--- src/hw/power_manager_pkg.sv ---
// constants, field layout and carrier types of the telemetry register bank
// assumes a PMBus front end that decodes transactions into command strobes
package power_manager_pkg;
    localparam int NUM_CHANNELS = 8;
    localparam int DAC_BITS     = 10;
    // command codes of this bank
    localparam logic [7:0] CMD_CLEAR_FAULTS = 8'h03;
    localparam logic [7:0] CMD_VOUT_PEAK    = 8'h30;
    localparam logic [7:0] CMD_VIN_PEAK     = 8'h31;
    localparam logic [7:0] CMD_TEMP_PEAK    = 8'h32;
    localparam logic [7:0] CMD_DIRECT_DAC   = 8'h33;
    localparam logic [7:0] CMD_PG_DELAY     = 8'h34;
    localparam logic [7:0] CMD_PADS         = 8'h35;
    // reset values, DAC modes and code limit
    localparam logic [15:0] VOUT_PEAK_RESET = 16'hf800;
    localparam logic [15:0] VIN_PEAK_RESET  = 16'h7c00;
    localparam logic [15:0] TEMP_PEAK_RESET = 16'h7c00;
    localparam logic [15:0] PG_DELAY_RESET  = 16'h0000;
    localparam logic [9:0]  DAC_CODE_RESET  = 10'h000;
    localparam logic [1:0]  DAC_MODE_HARD   = 2'b10;
    localparam logic [1:0]  DAC_MODE_SOFT   = 2'b11;
    localparam logic [9:0]  DAC_CODE_MAX    = 10'h3ff;
    // field layout of the pad snapshot
    localparam int PAD_PWRGD_BIT = 15;
    localparam int PAD_ALERT_BIT = 14;
    localparam int PAD_RAW_BITS  = 10;
    // timing
    localparam int CLK_MHZ           = 125;
    localparam int PG_TICK_US        = 200;
    localparam int PG_TICK_CYCLES    = PG_TICK_US * CLK_MHZ;
    localparam int PG_TICKS_PER_MS   = 1000 / PG_TICK_US;
    localparam int PG_MAX_MS         = 13100;
    localparam int PG_MAX_TICKS      = PG_MAX_MS * 1000 / PG_TICK_US;
    localparam int SHARE_EDGES_TICK  = 20;
    localparam int SOFT_STEP_NS      = 1000;
    localparam int SOFT_STEP_CYCLES  = (SOFT_STEP_NS * CLK_MHZ + 999) / 1000;

    typedef enum logic [1:0] {ADC_VOUT, ADC_VIN, ADC_TEMP} adc_kind_type;
    typedef enum logic [1:0] {DAC_OFF, DAC_SEEK, DAC_LINKED} dac_state_type;

    typedef struct packed {
        logic         valid;
        adc_kind_type kind;
        logic [2:0]   channel;
        logic [15:0]  value;
    } adc_sample_type;

    typedef struct packed {
        logic        write;
        logic        read;
        logic [7:0]  code;
        logic [2:0]  page;
        logic [15:0] data;
    } pmbus_cmd_type;
endpackage

--- src/hw/power_manager_telemetry_regs.sv ---
// peak telemetry, direct DAC, power-good delay and pad snapshot registers
// assumes ADC samples, channel state and DAC comparator come from core_clk
// logic; only the share clock and the pads arrive from outside
`timescale 1ns/100ps
`default_nettype none
module power_manager_telemetry_regs #(
    parameter int OSC_TICK_CYCLES  = power_manager_pkg::PG_TICK_CYCLES,
    parameter int SHARE_EDGES_TICK = power_manager_pkg::SHARE_EDGES_TICK,
    parameter int SOFT_STEP_CYCLES = power_manager_pkg::SOFT_STEP_CYCLES
) (
    // clock and reset
    input  wire logic                             core_clk,
    input  wire logic                             reset,
    // decoded command port
    input  wire power_manager_pkg::pmbus_cmd_type cmd,
    output logic [15:0]                           readData,
    output logic                                  readValid,
    // telemetry
    input  wire power_manager_pkg::adc_sample_type adcSample,
    // channel state and DAC
    input  wire logic [7:0]                       channelOn,
    input  wire logic [7:0]                       riseExpired,
    input  wire logic [7:0][1:0]                  dacMode,
    input  wire logic [7:0]                       dacAbove,
    output logic [7:0][9:0]                       dacCode,
    output logic [7:0]                            dacConnect,
    // power good
    input  wire logic [7:0]                       pgValid,
    input  wire logic [7:0]                       uvFastFault,
    input  wire logic [7:0]                       pgOffAdc,
    input  wire logic                             pwrgdOffUsesUv,
    input  wire logic                             shareClkPresent,
    input  wire logic                             shareClk,
    output logic [7:0]                            pgGood,
    output logic                                  pwrgdOut,
    output logic                                  pwrgdOe,
    // alert and fault lines
    input  wire logic                             alertDriveLow,
    output logic                                  alertOut,
    output logic                                  alertOe,
    input  wire logic [3:0]                       faultDriveLow,
    output logic [3:0]                            faultOut,
    output logic [3:0]                            faultOe,
    // raw pads: address_select_1, address_select_0, channel_control_1, channel_control_0, fault lines
    input  wire logic [9:0]                       padRaw
);
    import power_manager_pkg::*;

    // ------------------------------------------------------------
    // helpers
    // ------------------------------------------------------------
    // scales an L11 word to a common fixed point so words compare directly
    function automatic logic signed [47:0] l11Scale(input logic [15:0] v);
        logic signed [47:0] m;
        logic [4:0]         sh;
        m  = {{37{v[10]}}, v[10:0]};
        sh = {~v[15], v[14:11]};
        return m <<< sh;
    endfunction

    // ms in L11 to 200us ticks, rounded to nearest, capped
    function automatic logic [15:0] l11ToTicks(input logic [15:0] v);
        logic [31:0] x;
        logic [31:0] t;
        logic [4:0]  n;
        x = 32'(v[9:0]) * 32'(PG_TICKS_PER_MS);
        n = 5'(~v[15:11] + 5'h01);
        if (v[10]) begin
            t = 32'h0;
        end else if (!v[15]) begin
            t = x << v[14:11];
        end else begin
            t = (x + (32'h1 << (n - 5'h01))) >> n;
        end
        return (t > 32'(PG_MAX_TICKS)) ? 16'(PG_MAX_TICKS) : t[15:0];
    endfunction

    logic       clearAny;
    logic [7:0] onRise;
    logic [7:0] channelOnPrev_reg;
    assign clearAny = cmd.write && (cmd.code == CMD_CLEAR_FAULTS);
    assign onRise   = channelOn & ~channelOnPrev_reg;

    // ------------------------------------------------------------
    // peak telemetry
    // ------------------------------------------------------------
    logic [7:0][15:0] voutPeak_reg;
    logic [7:0][15:0] voutPeak_next;
    logic [7:0]       voutEmpty_reg;
    logic [7:0]       voutEmpty_next;
    logic [15:0]      vinPeak_reg;
    logic [15:0]      vinPeak_next;
    logic [15:0]      tempPeak_reg;
    logic [15:0]      tempPeak_next;
    logic             globalClear;

    assign globalClear = clearAny || (|onRise);

    always_comb begin
        voutPeak_next  = voutPeak_reg;
        voutEmpty_next = voutEmpty_reg;
        vinPeak_next   = vinPeak_reg;
        tempPeak_next  = tempPeak_reg;
        for (int ch = 0; ch < NUM_CHANNELS; ch++) begin
            if ((clearAny && cmd.page == 3'(ch)) || onRise[ch]) begin
                voutPeak_next[ch]  = VOUT_PEAK_RESET;
                voutEmpty_next[ch] = 1'b1;
            end else if (adcSample.valid && adcSample.kind == ADC_VOUT &&
                         adcSample.channel == 3'(ch) &&
                         (voutEmpty_reg[ch] ||
                          adcSample.value > voutPeak_reg[ch])) begin
                // voutEmpty_reg marks the reset word, so the first sample always loads
                voutPeak_next[ch]  = adcSample.value;
                voutEmpty_next[ch] = 1'b0;
            end
        end
        if (globalClear) begin
            vinPeak_next  = VIN_PEAK_RESET;
            tempPeak_next = TEMP_PEAK_RESET;
        end else if (adcSample.valid) begin
            if (adcSample.kind == ADC_VIN &&
                l11Scale(adcSample.value) > l11Scale(vinPeak_reg)) begin
                vinPeak_next = adcSample.value;
            end
            if (adcSample.kind == ADC_TEMP &&
                l11Scale(adcSample.value) > l11Scale(tempPeak_reg)) begin
                tempPeak_next = adcSample.value;
            end
        end
    end

    always_ff @(posedge core_clk) begin
        if (reset) begin
            voutPeak_reg      <= {NUM_CHANNELS{VOUT_PEAK_RESET}};
            voutEmpty_reg     <= 8'hff;
            vinPeak_reg       <= VIN_PEAK_RESET;
            tempPeak_reg      <= TEMP_PEAK_RESET;
            channelOnPrev_reg <= 8'h00;
        end else begin
            voutPeak_reg      <= voutPeak_next;
            voutEmpty_reg     <= voutEmpty_next;
            vinPeak_reg       <= vinPeak_next;
            tempPeak_reg      <= tempPeak_next;
            channelOnPrev_reg <= channelOn;
        end
    end

    // ------------------------------------------------------------
    // time base: share clock edges or internal oscillator
    // ------------------------------------------------------------
    logic [2:0]  shareSync_reg;
    logic        shareLevel_reg;
    logic        shareLevel_next;
    logic [7:0]  shareCount_reg;
    logic [7:0]  shareCount_next;
    logic [15:0] oscCount_reg;
    logic [15:0] oscCount_next;
    logic [15:0] stepCount_reg;
    logic [15:0] stepCount_next;
    logic        shareTick;
    logic        oscTick;
    logic        pgTick;
    logic        stepTick;

    always_comb begin
        shareLevel_next = shareLevel_reg;
        shareCount_next = shareCount_reg;
        shareTick       = 1'b0;
        // a change counts once stages two and three agree
        if (shareSync_reg[1] == shareSync_reg[2] &&
            shareSync_reg[2] != shareLevel_reg) begin
            shareLevel_next = shareSync_reg[2];
            if (shareSync_reg[2]) begin
                if (shareCount_reg == 8'(SHARE_EDGES_TICK - 1)) begin
                    shareCount_next = 8'h00;
                    shareTick       = 1'b1;
                end else begin
                    shareCount_next = shareCount_reg + 8'h01;
                end
            end
        end
        oscTick        = (oscCount_reg == 16'(OSC_TICK_CYCLES - 1));
        oscCount_next  = oscTick ? 16'h0000 : oscCount_reg + 16'h0001;
        stepTick       = (stepCount_reg == 16'(SOFT_STEP_CYCLES - 1));
        stepCount_next = stepTick ? 16'h0000 : stepCount_reg + 16'h0001;
        pgTick         = shareClkPresent ? shareTick : oscTick;
    end

    always_ff @(posedge core_clk) begin
        if (reset) begin
            shareSync_reg  <= 3'b000;
            shareLevel_reg <= 1'b0;
            shareCount_reg <= 8'h00;
            oscCount_reg   <= 16'h0000;
            stepCount_reg  <= 16'h0000;
        end else begin
            shareSync_reg  <= {shareSync_reg[1:0], shareClk};
            shareLevel_reg <= shareLevel_next;
            shareCount_reg <= shareCount_next;
            oscCount_reg   <= oscCount_next;
            stepCount_reg  <= stepCount_next;
        end
    end

    // ------------------------------------------------------------
    // per channel: direct DAC and power good
    // ------------------------------------------------------------
    logic [7:0][15:0] pgDelay_reg;
    logic [7:0][15:0] pgTarget;

    for (genvar ch = 0; ch < NUM_CHANNELS; ch++) begin : gChan
        dac_state_type dacState_reg;
        dac_state_type dacState_next;
        logic [9:0]    code_reg;
        logic [9:0]    code_next;
        logic [1:0]    modePrev_reg;
        logic          seekUp_reg;
        logic          seekUp_next;
        logic [15:0]   delay_next;
        logic [15:0]   pgCount_reg;
        logic [15:0]   pgCount_next;
        logic          good_reg;
        logic          good_next;
        logic          dacWrite;
        logic          offCond;

        assign dacWrite = cmd.write && cmd.code == CMD_DIRECT_DAC &&
                          cmd.page == 3'(ch);
        assign offCond  = pwrgdOffUsesUv ? uvFastFault[ch] : pgOffAdc[ch];
        assign pgTarget[ch] = l11ToTicks(pgDelay_reg[ch]);

        always_comb begin
            dacState_next = dacState_reg;
            code_next     = code_reg;
            seekUp_next   = seekUp_reg;
            if (!dacMode[ch][1]) begin
                dacState_next = DAC_OFF;
            end else if (dacMode[ch] != modePrev_reg &&
                         dacMode[ch] == DAC_MODE_HARD) begin
                dacState_next = DAC_LINKED;
            end else if (dacMode[ch] != modePrev_reg) begin
                dacState_next = DAC_SEEK;
                seekUp_next   = !dacAbove[ch];
            end else begin
                case (dacState_reg)
                    DAC_SEEK: begin
                        // a reversal means the code now brackets the node
                        if (stepTick) begin
                            if (dacAbove[ch] == seekUp_reg ||
                                (seekUp_reg && code_reg == DAC_CODE_MAX) ||
                                (!seekUp_reg && code_reg == 10'h000)) begin
                                dacState_next = DAC_LINKED;
                            end else if (seekUp_reg) begin
                                code_next = code_reg + 10'h001;
                            end else begin
                                code_next = code_reg - 10'h001;
                            end
                        end
                    end
                    DAC_OFF: dacState_next = DAC_OFF;
                    DAC_LINKED: dacState_next = DAC_LINKED;
                    default: dacState_next = DAC_OFF;
                endcase
            end
            if (dacWrite && channelOn[ch] && riseExpired[ch] &&
                dacMode[ch][1]) begin
                code_next = cmd.data[DAC_BITS-1:0];
            end

            delay_next = pgDelay_reg[ch];
            if (cmd.write && cmd.code == CMD_PG_DELAY &&
                cmd.page == 3'(ch)) begin
                delay_next = cmd.data;
            end
            pgCount_next = pgCount_reg;
            good_next    = good_reg;
            if (!pgValid[ch] || offCond) begin
                good_next    = 1'b0;
                pgCount_next = 16'h0000;
            end else if (!good_reg) begin
                if (pgCount_reg >= pgTarget[ch]) begin
                    good_next = 1'b1;
                end else if (pgTick) begin
                    pgCount_next = pgCount_reg + 16'h0001;
                end
            end
        end

        always_ff @(posedge core_clk) begin
            if (reset) begin
                dacState_reg    <= DAC_OFF;
                code_reg        <= DAC_CODE_RESET;
                modePrev_reg    <= 2'b00;
                seekUp_reg      <= 1'b0;
                pgDelay_reg[ch] <= PG_DELAY_RESET;
                pgCount_reg     <= 16'h0000;
                good_reg        <= 1'b0;
            end else begin
                dacState_reg    <= dacState_next;
                code_reg        <= code_next;
                modePrev_reg    <= dacMode[ch];
                seekUp_reg      <= seekUp_next;
                pgDelay_reg[ch] <= delay_next;
                pgCount_reg     <= pgCount_next;
                good_reg        <= good_next;
            end
        end

        assign dacCode[ch]    = code_reg;
        assign dacConnect[ch] = (dacState_reg == DAC_LINKED);
        assign pgGood[ch]     = good_reg;

    end

    // ------------------------------------------------------------
    // pins and pad snapshot
    // ------------------------------------------------------------
    logic [PAD_RAW_BITS-1:0] pad1_reg;
    logic [PAD_RAW_BITS-1:0] pad2_reg;
    logic [PAD_RAW_BITS-1:0] pad3_reg;
    logic                    pwrgdDriveLow;
    logic [15:0]             padWord;

    // open drain: the pin only ever drives low, enable low means driving
    assign pwrgdDriveLow = ~(&pgGood);
    assign pwrgdOut      = 1'b0;
    assign pwrgdOe       = ~pwrgdDriveLow;
    assign alertOut      = 1'b0;
    assign alertOe       = ~alertDriveLow;
    assign faultOut      = 4'h0;
    assign faultOe       = ~faultDriveLow;

    // no deglitch here: the snapshot is the synchronised raw level
    assign padWord = {~pwrgdDriveLow, ~alertDriveLow,
                      ~faultDriveLow,
                      pad3_reg};

    always_ff @(posedge core_clk) begin
        if (reset) begin
            pad1_reg <= 10'h000;
            pad2_reg <= 10'h000;
            pad3_reg <= 10'h000;
        end else begin
            pad1_reg <= padRaw;
            pad2_reg <= pad1_reg;
            pad3_reg <= pad2_reg;
        end
    end

    // ------------------------------------------------------------
    // read port
    // ------------------------------------------------------------
    logic [15:0] readData_next;
    logic [15:0] readData_reg;
    logic        readValid_reg;

    always_comb begin
        case (cmd.code)
            CMD_VOUT_PEAK:  readData_next = voutPeak_reg[cmd.page];
            CMD_VIN_PEAK:   readData_next = vinPeak_reg;
            CMD_TEMP_PEAK:  readData_next = tempPeak_reg;
            CMD_DIRECT_DAC: readData_next = {6'h00, dacCode[cmd.page]};
            CMD_PG_DELAY:   readData_next = pgDelay_reg[cmd.page];
            CMD_PADS:       readData_next = padWord;
            default:        readData_next = 16'h0000;
        endcase
    end

    always_ff @(posedge core_clk) begin
        if (reset) begin
            readData_reg  <= 16'h0000;
            readValid_reg <= 1'b0;
        end else begin
            if (cmd.read) begin
                readData_reg <= readData_next;
            end
            readValid_reg <= cmd.read;
        end
    end

    assign readData  = readData_reg;
    assign readValid = readValid_reg;
endmodule
`default_nettype wire

--- config.mk ---
export PLATFORM = sky130hd
export DESIGN_NAME = power_manager_telemetry_regs
export DESIGN_NICKNAME = d
export VERILOG_FILES = /design/src/hw/power_manager_pkg.sv /design/src/hw/power_manager_telemetry_regs.sv
export SDC_FILE = /design/constraint.sdc
export NUM_CORES = 2
export LEC_CHECK = 0
export BUFFER_PORTS_ARGS = -buffer_cell sky130_fd_sc_hd__buf_4
export CORE_MARGIN = 2
export CORE_UTILIZATION = 40
export CTS_CLUSTER_SIZE = 30
export DETAILED_ROUTE_END_ITERATION = 10
export SYNTH_ARGS = -nofsm -noshare
export SYNTH_HDL_FRONTEND = slang
export SYNTH_SLANG_ARGS = --single-unit
--- constraint.sdc ---
create_clock -name core_clk -period 21.5 [get_ports core_clk]
set_input_delay 6.45 -clock core_clk [delete_from_list [all_inputs] [get_ports core_clk]]
set_output_delay 6.45 -clock core_clk [all_outputs]
set_load 0.02 [all_outputs]
==> impl_results.md <==
- Main synth FF type: dfxtp_1
- Slowest cell on the critical path: buf_4
- H-tree Lvls: 3
- Clk buf depth: 3
- Worst hold path stage count: 1
- Clock Pin Slew Worst Setup and Hold Paths: roughly 0.060 ns
- Largest net degree at the start of global routing: 91
- Final count of pins violating max slew: 0
- Vias in the first global route: approximately 73000
- Initial DRC Count: 7821
- Placeable Area: around 190000 µm²
- Crit path time final: about 13 ns
- First-pass GRT wire length: between 400000 and 500000 µm
- Actual slew at the worst max-slew pin: 1.28 ns
- CTS tree: built
- Layout cells sized above 1: 0.0852
- Setup violators final: 0
- Utilization after layout: 0.435
- Clk root buf: clkbuf_16
- Max-cap violations: 0
- Hold Buf Count CTS: 0
- Cell Chain, Critical Path: buf_4 -> inv_1 -> buf_4
- TritonRoute pass-1 iters: 6
- Die Ht: 438 µm
- RSZ-0062 raised after global routing: no
- DP HPWL: roughly 210000 µm
- Pwr per Cell Area: ~37 nW/µm²
- Distinct cells, synth: 100
- Cell mode on critical path: buf_4
- WL final: 283000 µm
- Crit Path Class: primary input to output port
- Slew margin rel.: 0.145
- Worst path depth: 3
- Clock Latency Late Sink: roughly 0.74 ns
- Critical Path Source Type: primary input
- Async SR Flop Fraction: 0
- Commonest non-fill, non-tap cell in the layout: nand2_1
- FF-to-FF End: gChan[5].pgCount_reg[15]$_SDFFE_PP0P_
- VDD IR max: around 0.000066 V
- Post-Syn Area per Cell: between 7 and 8 µm²
- Initial core utilization: 0.402
- Setup TNS: 0 ns
- Critical Path Fanout Max: 2
- Worst r2r path cells: 33
- IO Port Bufs: about 250
- Fin nets: ~11000
- Period utilisation layout: 0.615
- Final GP Congestion: 0.981
- Max Clk Rate: between 70 and 80 MHz
- Synth Instances: about 10000
- Post-CTS Setup Bufs: 0
- EDFF count, synth: 0
- Family with the most delay on the worst path: buffers and inverters
- Area growth, synth to finish: 8.30%
- Crit path buf inv count: 3
- Worst path arrival time: 6.77 ns
- Most frequent cells in the layout: 1103 x nand2_1, 1090 x nor2_1, 838 x a21oi_1, 712 x ha_1, 643 x dfxtp_1
- Total Die Area: 192000 µm²
- Fin. Hold Viols: 0
- Seq cells post-synth: 651
- Remaining antenna violation count: 0
- Die width: approximately 440 µm
- Syn. warnings: 0
- Sequential share of the synthesized area: 0.173
- Worst r2r src: pgDelay_reg[92]$_SDFFE_PP0P_
- FP Rows: between 150 and 200
- CTS resizes: 0
- Outcome: completed
- DRC: 0
- Crit path capture type: output port
- Cell area after synthesis: 75400 µm²
- Endpoint of the worst hold path: pad2_reg[4]$_SDFF_PP0_
- Max Clock Skew: approximately 0.04 ns
- Antenna violations before repair: 12
- Total gr overflow: 0
- Vias per inst: slightly above 6
- Routed wire per std cell: 22.4 µm
- Total number of vias: ~78000
- Sink Count: 651
- Reg2reg setup slack: around 11 ns
- Worst EP required: between 15 and 20 ns
- CP max stage delay: 0.14 ns
- Min-delay worst type: flop to flop
- GRT Total Usage: 0.281
- Leakage: between 30 and 40 nW
- Filler instances: about 19000
- Cts bufs inserted: 84
- Hold Crit Start: pad1_reg[4]$_SDFF_PP0_
- IO Pins: 260
synth_stat cells (147+ instances only):
cell	n	share of area
nor3_1	286	0.019
nor2b_1	160	0.013
nand3_1	294	0.020
o211ai_1	147	0.015
dfxtp_1	651	0.17
clkbuf_1	583	0.029
o21ai_0	547	0.036
nand4_1	159	0.013
mux2i_1	370	0.049
inv_1	426	0.021
a21oi_1	839	0.056
nor2_1	1090	0.054
a211oi_1	198	0.020
xnor2_1	214	0.025
nand2_1	1103	0.055
ha_1	712	0.12
a21o_1	215	0.021
through the flow:
step	area (µm²)	instances	setup WS [ns]	hold slack (ns)	total power [W]
6_report	81600	12600	8.28	0.440	0.00301
3_5_place_dp	78700	12500	8.28	0.429	0.00152
3_3_place_gp	78700	12500	8.29	0.429	0.00152
2_1_floorplan	75400	10300	8.46	0.414	0.00142
5_1_grt	81600	12600	8.25	0.449	0.00311
4_1_cts	81600	12600	8.28	0.439	0.00304
metal layers:
layer | global-route usage | share of wire
met5 | 0 | 0.00018
met4 | 0.128 | 0.047
met3 | 0.0346 | 0.064
met2 | 0.458 | 0.46
met1 | 0.371 | 0.43
power by group:
group | switching, W | internal, W
Combinational | 0.000176 | 0.0000995
Clock | 0.000626 | 0.000882
Sequential | 0.00000742 | 0.00122
final cells by class:
cell class                      instances  area [µm²]  area share
Timing Repair Buffer                  371        2800      0.0343
Antenna cell                            6        15.0    0.000184
Multi-Input combinational cell       8496       58100       0.712
Inverter                              442        1660      0.0203
Sequential cell                       651       13000       0.160
Clock buffer                          118        2400      0.0294
Tap cell                             2495        3120      0.0383
Clock inverter                         35         480     0.00589
kinds of logic (layout without fill, tap and decap cells):
logic type	Yosys count	in the layout	share of synthesized area
adders and majority gates	736	736	0.125
muxes	585	585	0.101
buffers and inverters	1143	966	0.0583
and+or+nand+nor	3809	3809	0.239
AOI/OAI and AO/OA	3039	3039	0.267
other	1	12	0.0000498
DFF	651	651	0.173
xor gates and xnor gates	321	321	0.0373
worst register-to-register path: cells and delay by family (launching register included):
kind | cells | cell delay [ns]
AOI/OAI and AO/OA | 15 | 4.85
and+or+nand+nor | 9 | 2.17
muxes | 1 | 0.31
DFF | 1 | 0.30
buffers and inverters | 4 | 1.18
adders and majority gates | 4 | 1.09
how the worst max path moves through the flow:
stage          slack, ns    endpoint             start
2_1_floorplan       8.46     alertOe     alertDriveLow
3_3_place_gp        8.29  faultOe[0]  faultDriveLow[0]
6_report            8.28  faultOe[1]  faultDriveLow[1]
3_5_place_dp        8.28  faultOe[1]  faultDriveLow[1]
4_1_cts             8.28  faultOe[3]  faultDriveLow[3]
5_1_grt             8.25     alertOe     alertDriveLow
No activity file was read; power rests on OpenSTA's default activity.
